## config.mk

```make
export PLATFORM = sky130hd
export DESIGN_NAME = cbs_sequencer
export DESIGN_NICKNAME = d
export VERILOG_FILES = /design/src/cbs_pkg.sv /design/src/cbs_eom_det.sv /design/src/cbs_sequencer.sv
export VERILOG_INCLUDE_DIRS = /design/src
export SDC_FILE = /design/constraint.sdc
export NUM_CORES = 1
export LEC_CHECK = 0
export BUFFER_PORTS_ARGS = -buffer_cell sky130_fd_sc_hd__buf_2
export CAP_MARGIN = 10
export CORE_UTILIZATION = 52
export DETAILED_ROUTE_END_ITERATION = 7
export GPL_TIMING_DRIVEN = 0
export PLACE_DENSITY = 0.74
export RECOVER_POWER = 50
export SYNTH_ARGS = -nofsm -noshare
export SYNTH_HDL_FRONTEND = slang
export SYNTH_SLANG_ARGS = --single-unit
```

## constraint.sdc

```tcl
create_clock -name clk_sys -period 3.8 [get_ports clk_sys]
set_input_delay 0.95 -clock clk_sys [delete_from_list [all_inputs] [get_ports clk_sys]]
set_output_delay 0.95 -clock clk_sys [all_outputs]
set_load 0.1 [all_outputs]
```

## src/cbs_defs.svh

```systemverilog
// constants for the bank switch sequencer: timing, field widths, reset values
`ifndef CBS_DEFS_SVH
`define CBS_DEFS_SVH

`define CBS_CLK_NS          20
`define CBS_DIGCLK_NS       1000
`define CBS_STROBE_NS       1000000
`define CBS_DIGCLK_CYC      ((`CBS_DIGCLK_NS + `CBS_CLK_NS - 1) / `CBS_CLK_NS)
`define CBS_STROBE_HALF_CYC ((`CBS_STROBE_NS / 2) / `CBS_CLK_NS)
`define CBS_ON_SHIFT        9
`define CBS_ON_W            4
`define CBS_OFF_W           3
`define CBS_CNT_W           16
`define CBS_DIV_W           32
`define CBS_FLAG_BANK_A     1'b1
`define CBS_FLAG_BANK_B     1'b0
`define CBS_FLAG_RST        1'b1

`endif

```

## src/cbs_pkg.sv

```systemverilog
// types shared by the bank switch sequencer files
package cbs_pkg;
  typedef enum logic [2:0] {
    CBS_OFF = 3'b001,
    CBS_A   = 3'b010,
    CBS_B   = 3'b100
  } cbs_state_t;
endpackage

```

## src/cbs_eom_det.sv

```systemverilog
// message tracker: busy from message start until a manchester violation
`include "cbs_defs.svh"
module cbs_eom_det import cbs_pkg::*; (
  input  wire logic clk_sys,
  input  wire logic rst_n,
  input  wire logic msg_start,
  input  wire logic half_valid,
  input  wire logic half_level,
  output logic      msg_busy,
  output logic      eom_pulse
);
  logic busy_r, busy_nxt;
  logic phase_r, phase_nxt;
  logic first_r, first_nxt;
  logic eom_r, eom_nxt;

  always_comb begin
    busy_nxt  = busy_r;
    phase_nxt = phase_r;
    first_nxt = first_r;
    eom_nxt   = 1'b0;
    if (msg_start) begin
      busy_nxt  = 1'b1;
      phase_nxt = 1'b0;
    end else if (busy_r && half_valid) begin
      if (!phase_r) begin
        first_nxt = half_level;
        phase_nxt = 1'b1;
      end else begin
        phase_nxt = 1'b0;
        // equal halves is a code violation, i.e. end of message
        if (half_level == first_r) begin
          busy_nxt = 1'b0;
          eom_nxt  = 1'b1;
        end
      end
    end
  end

  always_ff @(posedge clk_sys or negedge rst_n) begin
    if (!rst_n) begin
      busy_r  <= 1'b0;
      phase_r <= 1'b0;
      first_r <= 1'b0;
      eom_r   <= 1'b0;
    end else begin
      busy_r  <= busy_nxt;
      phase_r <= phase_nxt;
      first_r <= first_nxt;
      eom_r   <= eom_nxt;
    end
  end

  assign msg_busy  = busy_r;
  assign eom_pulse = eom_r;

  a_eom_violation: assert property (@(posedge clk_sys) disable iff (!rst_n)
    (busy_r && half_valid && phase_r && half_level == first_r && !msg_start)
      |=> (!busy_r && eom_r))
    else $error("violation did not end the message");

  a_eom_valid_bit: assert property (@(posedge clk_sys) disable iff (!rst_n)
    (busy_r && half_valid && phase_r && half_level != first_r && !msg_start)
      |=> (busy_r && !eom_r))
    else $error("valid symbol ended the message");
endmodule // cbs_eom_det

```

## src/cbs_sequencer.sv

```systemverilog
// bank switch sequencer: picks bank A/B configuration and receiver on/off
//
// Functional notes
// - Only B enable clear: bank A; A clear, B set: bank B; both: alternate.
// - Direct control: chosen bank takes effect when config select rises.
// - Bank A only, pin high: run bank A, flag reads 1.
// - Bank B only, pin high: run bank B, flag reads 0.
// - Wake pin held low always means OFF.
// - Message under way in state A or B holds that state until its end.
// - Pin control, both banks: flag inverts on each pin falling edge.
// - Both banks: any SPI access out of standby makes the next ON sequence start in A.
// - Driven pin overrides oscillator; undriven pin leaves oscillator in charge.
// - Oscillator control, both banks: flag inverts at end of each A/B period.
// - Pin forced high in oscillator control freezes bank at the flag.
// - State A on time from bank A count, state B from bank B count.
// - OFF period always taken from bank A off code.
// - Pin high: ON in flag's state until pin released and message ended.
// - Pin released from low while OFF: running OFF period completes first.
// - Stretched states do not shift the later schedule.
// - Standby: SPI deselected, receiver off, SPI access and messages ignored until both selects go low.
// - End of message is two equal NRZ half-bits, a code violation.
// - ON time is count times 512 digital clock periods after crystal start.
// - OFF time is N strobe periods plus min(half strobe, ON time).
`include "cbs_defs.svh"
module cbs_sequencer import cbs_pkg::*; #(
  parameter int DIGCLK_CYC      = `CBS_DIGCLK_CYC,
  parameter int STROBE_HALF_CYC = `CBS_STROBE_HALF_CYC
) (
  input  wire logic                  clk_sys,
  input  wire logic                  rst_n,
  input  wire logic                  bank_a_enable,
  input  wire logic                  bank_b_enable,
  input  wire logic                  strobe_osc_enable,
  input  wire logic                  config_select_n,
  input  wire logic                  spi_enable_n,
  input  wire logic                  spi_access,
  input  wire logic                  low_voltage_standby,
  input  wire logic                  xtal_ready,
  input  wire logic                  strobe_pin,
  input  wire logic                  strobe_pin_driven,
  input  wire logic [`CBS_ON_W-1:0]  bank_a_on_time_count,
  input  wire logic [`CBS_ON_W-1:0]  bank_b_on_time_count,
  input  wire logic [`CBS_OFF_W-1:0] bank_a_off_time_code,
  input  wire logic                  msg_start,
  input  wire logic                  nrz_half_valid,
  input  wire logic                  nrz_half_level,
  output logic                       rx_on,
  output logic                       cfg_bank_a,
  output logic                       cfg_bank_b,
  output logic                       active_bank_flag,
  output logic                       spi_deselect,
  output logic                       msg_active,
  output logic                       end_of_message
);
  // on time in digital clock ticks: count * 512
  function automatic logic [`CBS_CNT_W-1:0] on_ticks(input logic [`CBS_ON_W-1:0] c);
    on_ticks = `CBS_CNT_W'(c) << `CBS_ON_SHIFT;
  endfunction

  // off periods in half strobe ticks: 2 * N, N = code + 1
  function automatic logic [`CBS_CNT_W-1:0] off_halves(input logic [`CBS_OFF_W-1:0] c);
    off_halves = (`CBS_CNT_W'(c) + `CBS_CNT_W'(1)) << 1;
  endfunction

  // state and flag group
  cbs_state_t state_r, state_nxt;
  logic       flag_r, flag_nxt;
  logic       en_a_r, en_a_nxt;
  logic       en_b_r, en_b_nxt;
  logic       conf_q_r, pin_q_r, both_q_r, commit_r;
  logic       standby_r, standby_nxt;
  // schedule group
  logic                  sched_on_r, sched_on_nxt;
  logic                  off_sub_r, off_sub_nxt;
  logic [`CBS_CNT_W-1:0] sched_cnt_r, sched_cnt_nxt;
  logic                  on_end;
  // divider group
  logic [`CBS_DIV_W-1:0] dig_cnt_r, dig_cnt_nxt;
  logic [`CBS_DIV_W-1:0] half_cnt_r, half_cnt_nxt;
  logic                  dig_tick, half_tick;
  // decoded conditions
  logic both, only_b, osc, forced_hi, forced_lo, on_req, hold, pin_fall;
  logic spi_hit, msg_busy, eom_pulse;

  assign both      = en_a_r & en_b_r;
  assign only_b    = en_b_r & ~en_a_r;
  assign osc       = strobe_osc_enable;
  // a driven pin overrides the oscillator; undriven leaves the timer in charge
  assign forced_hi = strobe_pin & (~osc | strobe_pin_driven);
  assign forced_lo = ~strobe_pin & (~osc | strobe_pin_driven);
  assign on_req    = osc ? (strobe_pin_driven ? strobe_pin : sched_on_r) : strobe_pin;
  assign hold      = msg_busy & (state_r != CBS_OFF);
  assign pin_fall  = pin_q_r & ~strobe_pin & ~osc;
  // access while in standby is ignored
  assign spi_hit   = spi_access & ~standby_r;
  assign dig_tick  = (dig_cnt_r == `CBS_DIV_W'(DIGCLK_CYC - 1));
  assign half_tick = (half_cnt_r == `CBS_DIV_W'(STROBE_HALF_CYC - 1));

  // dividers: digital clock free runs; strobe clock stops while pin is held low
  always_comb begin
    dig_cnt_nxt  = dig_tick ? '0 : dig_cnt_r + `CBS_DIV_W'(1);
    half_cnt_nxt = half_cnt_r;
    if (!osc || standby_r) begin
      half_cnt_nxt = '0;
    end else if (!forced_lo) begin
      half_cnt_nxt = half_tick ? '0 : half_cnt_r + `CBS_DIV_W'(1);
    end
  end

  always_ff @(posedge clk_sys or negedge rst_n) begin
    if (!rst_n) begin
      dig_cnt_r  <= '0;
      half_cnt_r <= '0;
    end else begin
      dig_cnt_r  <= dig_cnt_nxt;
      half_cnt_r <= half_cnt_nxt;
    end
  end

  // schedule runs on its own timebase, never waiting on the actual state
  always_comb begin
    sched_on_nxt  = sched_on_r;
    off_sub_nxt   = off_sub_r;
    sched_cnt_nxt = sched_cnt_r;
    on_end        = 1'b0;
    if (!osc || standby_r) begin
      sched_on_nxt  = 1'b1;
      off_sub_nxt   = 1'b0;
      sched_cnt_nxt = on_ticks(flag_r ? bank_a_on_time_count : bank_b_on_time_count);
    end else if (sched_on_r) begin
      // on time counts only once the crystal runs
      if (dig_tick && xtal_ready) begin
        if (sched_cnt_r <= `CBS_CNT_W'(1)) begin
          sched_on_nxt  = 1'b0;
          off_sub_nxt   = 1'b0;
          sched_cnt_nxt = off_halves(bank_a_off_time_code);
          on_end        = 1'b1;
        end else begin
          sched_cnt_nxt = sched_cnt_r - `CBS_CNT_W'(1);
        end
      end
    end else if (!forced_lo) begin
      // held low: strobe clock stopped, off period resumes on release
      if (!off_sub_r) begin
        if (half_tick) begin
          if (sched_cnt_r <= `CBS_CNT_W'(1)) begin
            off_sub_nxt   = 1'b1;
            sched_cnt_nxt = on_ticks(flag_r ? bank_a_on_time_count
                                            : bank_b_on_time_count);
          end else begin
            sched_cnt_nxt = sched_cnt_r - `CBS_CNT_W'(1);
          end
        end
      end else if (half_tick || sched_cnt_r == '0) begin
        // tail ends at half a strobe period or the on time, whichever first
        sched_on_nxt  = 1'b1;
        off_sub_nxt   = 1'b0;
        sched_cnt_nxt = on_ticks(flag_r ? bank_a_on_time_count
                                        : bank_b_on_time_count);
      end else if (dig_tick) begin
        sched_cnt_nxt = sched_cnt_r - `CBS_CNT_W'(1);
      end
    end
  end

  always_ff @(posedge clk_sys or negedge rst_n) begin
    if (!rst_n) begin
      sched_on_r  <= 1'b1;
      off_sub_r   <= 1'b0;
      sched_cnt_r <= '0;
    end else begin
      sched_on_r  <= sched_on_nxt;
      off_sub_r   <= off_sub_nxt;
      sched_cnt_r <= sched_cnt_nxt;
    end
  end

  // bank selection, flag, standby and the actual on/off state
  always_comb begin
    en_a_nxt    = en_a_r;
    en_b_nxt    = en_b_r;
    standby_nxt = standby_r;
    flag_nxt    = flag_r;
    state_nxt   = state_r;
    // new enables only take effect on leaving configuration mode
    if (config_select_n && !conf_q_r) begin
      en_a_nxt = bank_a_enable;
      en_b_nxt = bank_b_enable;
    end
    // entry wins over exit so a standby request is never lost
    if (low_voltage_standby) begin
      standby_nxt = 1'b1;
    end else if (!config_select_n && !spi_enable_n) begin
      standby_nxt = 1'b0;
    end
    // enable decode: B clear means A, A clear with B set means B
    if (!en_b_r) begin
      flag_nxt = `CBS_FLAG_BANK_A;
    end else if (only_b) begin
      flag_nxt = `CBS_FLAG_BANK_B;
    end else if (spi_hit || !both_q_r) begin
      flag_nxt = `CBS_FLAG_BANK_A;
    end else if (pin_fall) begin
      flag_nxt = ~flag_r;
    end else if (osc && on_end && !forced_hi) begin
      // forced high freezes the flag, hence the bank
      flag_nxt = ~flag_r;
    end
    // pin low means OFF regardless of mode or message
    if (standby_r || forced_lo) begin
      state_nxt = CBS_OFF;
    end else if (on_req || hold) begin
      // entering ON takes the flag's bank; a hold or forced high keeps it
      // a fresh commit reselects the bank even with the pin held high
      if (state_r == CBS_OFF || (commit_r && !hold) || !(hold || forced_hi)) begin
        state_nxt = (commit_r ? flag_nxt : flag_r) ? CBS_A : CBS_B;
      end
    end else begin
      state_nxt = CBS_OFF;
    end
  end

  always_ff @(posedge clk_sys or negedge rst_n) begin
    if (!rst_n) begin
      state_r   <= CBS_OFF;
      flag_r    <= `CBS_FLAG_RST;
      en_a_r    <= 1'b0;
      en_b_r    <= 1'b0;
      conf_q_r  <= 1'b1;
      commit_r  <= 1'b0;
      pin_q_r   <= 1'b0;
      both_q_r  <= 1'b0;
      standby_r <= 1'b0;
    end else begin
      state_r   <= state_nxt;
      flag_r    <= flag_nxt;
      en_a_r    <= en_a_nxt;
      en_b_r    <= en_b_nxt;
      conf_q_r  <= config_select_n;
      commit_r  <= config_select_n & ~conf_q_r;
      pin_q_r   <= strobe_pin;
      both_q_r  <= both;
      standby_r <= standby_nxt;
    end
  end

  // messages only start while receiving; start and halves are ignored in standby
  cbs_eom_det u_eom (
    .clk_sys    (clk_sys),
    .rst_n      (rst_n),
    .msg_start  (msg_start & ~standby_r & (state_r != CBS_OFF)),
    .half_valid (nrz_half_valid & ~standby_r),
    .half_level (nrz_half_level),
    .msg_busy   (msg_busy),
    .eom_pulse  (eom_pulse)
  );

  assign rx_on            = (state_r != CBS_OFF);
  assign cfg_bank_a       = (state_r == CBS_A);
  assign cfg_bank_b       = (state_r == CBS_B);
  assign active_bank_flag = flag_r;
  assign spi_deselect     = standby_r;
  assign msg_active       = msg_busy;
  assign end_of_message   = eom_pulse;

  a_pin_low_off: assert property (@(posedge clk_sys) disable iff (!rst_n)
    forced_lo |=> (state_r == CBS_OFF))
    else $error("pin low did not turn the receiver off");

  a_bank_a_flag: assert property (@(posedge clk_sys) disable iff (!rst_n)
    (!en_b_r && strobe_pin && !standby_r) |=> (active_bank_flag && !cfg_bank_b))
    else $error("bank A only but flag or state wrong");

  a_bank_b_flag: assert property (@(posedge clk_sys) disable iff (!rst_n)
    only_b |=> !active_bank_flag)
    else $error("bank B only but flag not zero");

  a_pin_fall_toggle: assert property (@(posedge clk_sys) disable iff (!rst_n)
    (both && both_q_r && pin_fall && !spi_hit) |=> (flag_r != $past(flag_r)))
    else $error("flag did not invert on pin falling edge");

  a_spi_restart: assert property (@(posedge clk_sys) disable iff (!rst_n)
    (both && spi_hit) |=> flag_r)
    else $error("access did not restart at state A");

  a_osc_toggle: assert property (@(posedge clk_sys) disable iff (!rst_n)
    (both && both_q_r && osc && on_end && !forced_hi && !spi_hit && !pin_fall)
      |=> (flag_r != $past(flag_r)))
    else $error("flag did not invert at end of on period");

  a_msg_hold_state: assert property (@(posedge clk_sys) disable iff (!rst_n)
    (hold && !forced_lo && !standby_r) |=> (state_r == $past(state_r)))
    else $error("state changed during message reception");

  a_conf_latch: assert property (@(posedge clk_sys) disable iff (!rst_n)
    (config_select_n && !conf_q_r)
      |=> (en_a_r == $past(bank_a_enable) && en_b_r == $past(bank_b_enable)))
    else $error("bank enables not taken on leaving config mode");

  a_standby_off: assert property (@(posedge clk_sys) disable iff (!rst_n)
    (standby_r && (config_select_n || spi_enable_n)) |=> (state_r == CBS_OFF && spi_deselect))
    else $error("standby not quiet");

  a_off_frozen: assert property (@(posedge clk_sys) disable iff (!rst_n)
    (osc && !standby_r && !sched_on_r && forced_lo)
      |=> (sched_cnt_r == $past(sched_cnt_r) && !sched_on_r))
    else $error("off period advanced while pin held low");

  a_off_load: assert property (@(posedge clk_sys) disable iff (!rst_n)
    on_end |=> (sched_cnt_r == off_halves($past(bank_a_off_time_code)) && !off_sub_r))
    else $error("off period not loaded from bank A code");
endmodule // cbs_sequencer

```

* After elaboration in Yosys (flattened, before gate mapping)
Cells that the tools add are included.
Cells by class: $add $sub $neg 4, muxes and demuxes 59, reduce and logical (&&, ||, !) cells 33, $lt $le $gt $ge 1, equal/unequal tests 13, bitwise logic cells 21
Operators by type and width (number):
- $mux 16 | 10
- $mux 32 | 4
- $add 32x1->32 const B | 2
- $mux 1 | 40
- $eq 32x15->1 const B | 1
- $eq 32x6->1 const B | 1
- $le 16x1->1 const B | 1
- $logic_not 16->1 | 1
- $sub 16x1->16 const B | 1
- $and 1x1->1 | 12
- $mux 3 | 4
- $ne 3x1->1 const B | 3
- $reduce_and 3->1 | 3
- $logic_not 1->1 | 8
- $logic_or 1x1->1 | 8
- $not 1->1 | 8
- $reduce_bool 2->1 | 4
- $logic_and 1x1->1 | 7
- $ne 3x2->1 const B | 2
- $ne 5x2->1 const B | 1
- $add 3x1->4 const B | 1
- $mux 4 | 1
- $reduce_and 4->1 | 1
- $reduce_bool 4->1 | 1
- other kinds (6) | 6
Word-level totals: register bits 97, output and inout bits 7

* Longest topological paths before layout
word-level depth 17, gate-level depth with buffers 9, depth with buffers taken out 8

* Modules after synthesis
A second synthesis with hierarchy kept.
Unflattened totals: cells, all modules 557, area total of the unflattened synthesis 5218.8 um^2
Modules (own cells, without submodules):
- cbs_sequencer | seq. area each 2332.2 um^2, cells an instance 543, instances 1, area an instance 5029.8 um^2
- cbs_eom_det | seq. area each 100.1 um^2, cells an instance 14, instances 1, area an instance 188.9 um^2

* Least setup slack after synthesis
No wires, ideal clock.
path kind flip-flop to output port, start point reg state_r[2], end point out cfg_bank_a, arrival 2.604 ns, required time 2.850 ns, stages on the path, launching flop included 2, path slack 0.246 ns, path buffers 0, cell sequence dfrtp_1 nor3b_1
On the way: cells in the longest elaborated chain, start to end 1
Ends and longest elaborated chain:
- start: declaration | RTL line cbs_sequencer.sv:66 | cbs_state_t state_r, state_nxt;
- start signal: assignment | RTL line cbs_sequencer.sv:235 | state_r <= state_nxt;
- $eq 3x2->1 | RTL line cbs_sequencer.sv:259 | assign cfg_bank_a = (state_r == CBS_A);
- end: declaration | RTL line cbs_sequencer.sv:48 | output logic cfg_bank_a,
Every way passes these cells.

* Final worst setup path
start point reg dig_cnt_r[25], end point reg sched_cnt_r[0]
On the way: cells in the longest elaborated chain, start to end 4, elaborated cells on any way between the ends 5
Ends and longest elaborated chain:
- start: declaration | RTL line cbs_sequencer.sv:78 | logic [`CBS_DIV_W-1:0] dig_cnt_r, dig_cnt_nxt;
- start signal: assignment | RTL line cbs_sequencer.sv:115 | dig_cnt_r <= dig_cnt_nxt;
- $eq 32x6->1 (*) | RTL line cbs_sequencer.sv:96 | assign dig_tick = (dig_cnt_r == `CBS_DIV_W'(DIGCLK_CYC - 1));
- $logic_and 1x1->1 | RTL line cbs_sequencer.sv:132 | if (dig_tick && xtal_ready) begin
- $ne 3x1->1 (no source line)
- $reduce_and 4->1 (no source line) (*)
- end signal: assignment | RTL line cbs_sequencer.sv:174 | sched_cnt_r <= sched_cnt_nxt;
- end: declaration | RTL line cbs_sequencer.sv:75 | logic [`CBS_CNT_W-1:0] sched_cnt_r, sched_cnt_nxt;
Every way passes the cells marked *; elsewhere a longest branch is shown, timed or not. A chain may end at the register's enable or synchronous reset.

==> out/qor.csv <==
stage,metric,value,unit
clock_tree,post-CTS setup buffer count,0,
timing,final hold viol count,0,
cells_and_area,Area Overhead vs Synth,10.78,%
worst_setup_path,CP endpoint kind,flop,
drt,drt total wl,11120,µm
logic_synthesis,"Avg Cell Area, Syn",9.585,µm²
clock_tree,CTS tree,yes,
logic_synthesis,top_reg_cell synth,dfrtp_1,
worst_hold_path,hold crit path type,reg2reg,
worst_setup_path,critical path required time,4.10,ns
pwr,pwr dens,383.3,nW/µm²
logic_synthesis,ys async rst share,100.0,%
clock_tree,CTS Hold Bufs,0,
logic_synthesis,synth unique cells,65,
drt,post-DR wirelength/cell,15.18,µm
global_routing,global-route wire length before repair,18800,µm
placement,hpwl dp,8011,µm
placement,Post-Place Worst Slack,0.6682,ns
logic_synthesis,synth warn,0,
drt,remaining antenna violation count after routing,0,
drt,Via density,5.876,
pwr,Pwr Total,2243,µW
timing,Pins Over Slew Limit,45,
timing,clk_skew,0.01314,ns
worst_setup_path,Crit path largest cell delay,0.68,ns
outcome,violated checks,"capacitance limit, slew limit",
timing,fin worst setup slack,0.8112,ns
clock_tree,clock-pin slew on the worst setup and hold paths,0.09,ns
worst_setup_path,CP Launch Type,flop,
global_routing,gr usage total,22.71,%
logic_synthesis,cell count after synthesis,551,
logic_synthesis,Post-synth top cells,"dfrtp_1 (93), nor2_1 (58), nand2_1 (46)",
clock_tree,CTS H-tree lvls,3,
logic_synthesis,number of synthesized register bits,97,
clock_tree,Post-CTS Resized,0,
worst_setup_path,crit path cell chain,nor4_1 > nand4_1 > nor2_1 > a31oi_1 > nor3_2 > mux2_2,
die,Die H,102.8,µm
clock_tree,Clock Root Buffer,clkbuf_8,
pwr,Max IR drop VDD,303.5,µV
logic_synthesis,mapped cell area,5281,µm²
worst_setup_path,Critical-path top delay cell,nor3_2,
worst_hold_path,Min-Delay Startpoint,dig_cnt_r[31],
drt,Starting DRT DRC Count,194,
logic_synthesis,syn nets,584,
outcome,status,"complete, but fails checks",
worst_setup_path,CP max FO,9,
timing,Worst Tran Pin Value,2.468,ns
cells_and_area,ANT cells,0,
job,total of max-cap violations,1,
global_routing,initial antenna violation count,0,
cells_and_area,final instance area,5851,µm²
cells_and_area,filler cell count,891,
worst_setup_path,Worst Setup SP,dig_cnt_r[25],
clock_tree,CTS sink count,97,
timing,final setup fails,0,
die,Row Count,36,
die,Die Wd,102.8,µm
logic_synthesis,Synth area leader,dfrtp_1,
clock_tree,"Clk Latency, worst-skew pair",0.36,ns
pwr,Leakage,0.002497,µW
placement,Placement Cell Area,5638,µm²
timing,fin crit period,2.989,ns
drt,Initial DRT Pass Iterations,5,
timing,period utilization,78.65,%
cells_and_area,NumNets Final,628,
die,initial core utilization,53.78,%
worst_setup_path,Critical Path AT,3.28,ns
global_routing,pin count of the biggest net entering global routing,54,
placement,I/O Buffers,32,
logic_synthesis,most frequent cell after synthesis,dfrtp_1,
logic_synthesis,number of synthesized flops with an enable pin,0,
drt,vias after detailed routing,4307,
drt,Residual DRC,0,
timing,Fin Setup TNS,0,ns
clock_tree,CTS buffer count,9,
logic_synthesis,sequential area share after synthesis,46.06,%
clock_tree,Bufs on Longest Clock Path,2,
die,Ports,33,
die,die area,10560,µm²
cells_and_area,share of layout cells above drive strength 1,12.17,%
global_routing,grt total ovfl,0,
placement,routability congestion estimate,0.9073,
timing,Slew headroom,-64.56,%
logic_synthesis,largest cells by area after synthesis,"dfrtp_1 (44%), xnor2_1 (5.6%), nor2_1 (4.1%), nand2_1 (3.3%), nand3_1 (2.9%)",
timing,RSZ-0062 raised after global routing,no,
die,core area,9819,µm²
timing,fmax,334.6,MHz
worst_setup_path,CP Class,reg2reg,
logic_synthesis,post-synth top area share,44.07,%
global_routing,via count of the first global-routing pass,4044,
worst_setup_path,R2R Path Start,dig_cnt_r[25],
kinds of logic after synthesis:
| group | share of synthesized area (%) |
|---|---|
| AO/OA/AOI/OAI | 13.91 |
| AND/OR/NAND/NOR | 25.42 |
| adder cells (fa/ha/maj) | 1.658 |
| buffers and inverters | 2.914 |
| multiplexers | 1.919 |
| XOR/XNOR | 8.126 |
| flip-flops | 46.06 |
routing by layer:
metal	up-vias	GRT usage [%]	part of all wire [%]
li1	2098	-	-
met1	2110	31.26	48
met2	89	35.90	47
met3	10	5.153	3.7
met4	0	7.151	1.1
met5	-	0	0
layout by cell type (no fill, tap or decap), types with 3 or more instances in the layout:
cell type  Yosys  layout
a211o_1        7       7
a211oi_1       8       8
a21oi_1       11      11
a22o_1         5       5
a22oi_1        3       3
a31oi_1        5       5
a32oi_1        3       3
and2_1         6       6
and3_1        12      12
and4_1         7       7
buf_2          0      29
clkbuf_1      12      16
clkbuf_8       0       9
dfrtp_1       93      93
dfstp_2        4       4
ha_1           7       7
inv_1         25      25
mux2_2         8       8
nand2_1       46      46
nand2b_1       5       5
nand3_1       31      31
nand4_1       18      18
nor2_1        58      58
nor2b_1        8       8
nor3_1        11      11
nor3b_1        5       5
nor4_1        15      15
nor4_2         3       3
o21ai_0       23      23
o21ai_1        4       4
o22ai_1        6       6
o2bb2ai_1      3       3
o31ai_1        6       6
or3_1          5       5
or4_1          3       3
or4_4          3       3
xnor2_1       34      34
xor2_1        15      15
sequential cells by signal, summed over array words and instances, names as in the netlist:
| register | flops |
|---|---|
| half_cnt_r | 32 |
| u_eom.eom_pulse | 1 |
| commit_r | 1 |
| active_bank_flag | 1 |
| spi_deselect | 1 |
| sched_cnt_r | 16 |
| off_sub_r | 1 |
| u_eom.msg_busy | 1 |
| both_q_r | 1 |
| conf_q_r | 1 |
| en_b_r | 1 |
| state_r | 3 |
| u_eom.first_r | 1 |
| u_eom.phase_r | 1 |
| en_a_r | 1 |
| pin_q_r | 1 |
| dig_cnt_r | 32 |
| sched_on_r | 1 |
area by class of cell:
type                    instances  area (µm²)  area share [%]
inverters                      25       93.84           1.604
clock buffers                  10       127.6           2.181
well taps                     133       166.4           2.844
flip-flops and latches         97        2432           41.57
multi-input cells             415        2695           46.06
clock inverters                 6       91.34           1.561
repair buffers                 33       183.9           3.144
plain buffers                  14       60.06           1.027
stage by stage:
step	utilization (%)	std cells	hold WS, ns
2_1_floorplan	-	551	0.4434
3_3_place_gp	57.11	716	0.4646
3_5_place_dp	57.42	717	0.4685
4_1_cts	59.65	733	0.4819
5_1_grt	59.58	733	0.5042
6_report	59.58	733	0.4840
worst max-delay path, delay by kind of cell (launching register included):
kind,cells,cell delay [ns]
AND/OR/NAND/NOR,4,1.79
multiplexers,1,0.29
AO/OA/AOI/OAI,1,0.42
flip-flops,1,0.43
where the power goes:
group / internal (µW) / switching (µW) / total [µW] / leakage [µW]
registers: 1080 / 41.8 / 1120 / 0.00130
logic: 129 / 259 / 389 / 0.00109
clock network: 375 / 361 / 736 / 0.000111
total: 1580 / 662 / 2240 / 0.00250
worst paths after layout:
path / to / slack [ns] / cells past startpoint
min in group asynchronous: half_cnt_r[19] / 1.34 / 1
max reg2reg: sched_cnt_r[0] / 0.81 / 6
max: sched_cnt_r[0] / 0.81 / 6
max in group asynchronous: half_cnt_r[9] / 1.06 / 1
min: dig_cnt_r[31] / 0.48 / 1
min reg2reg: dig_cnt_r[31] / 0.48 / 1
(Power assumes the default switching activity.)
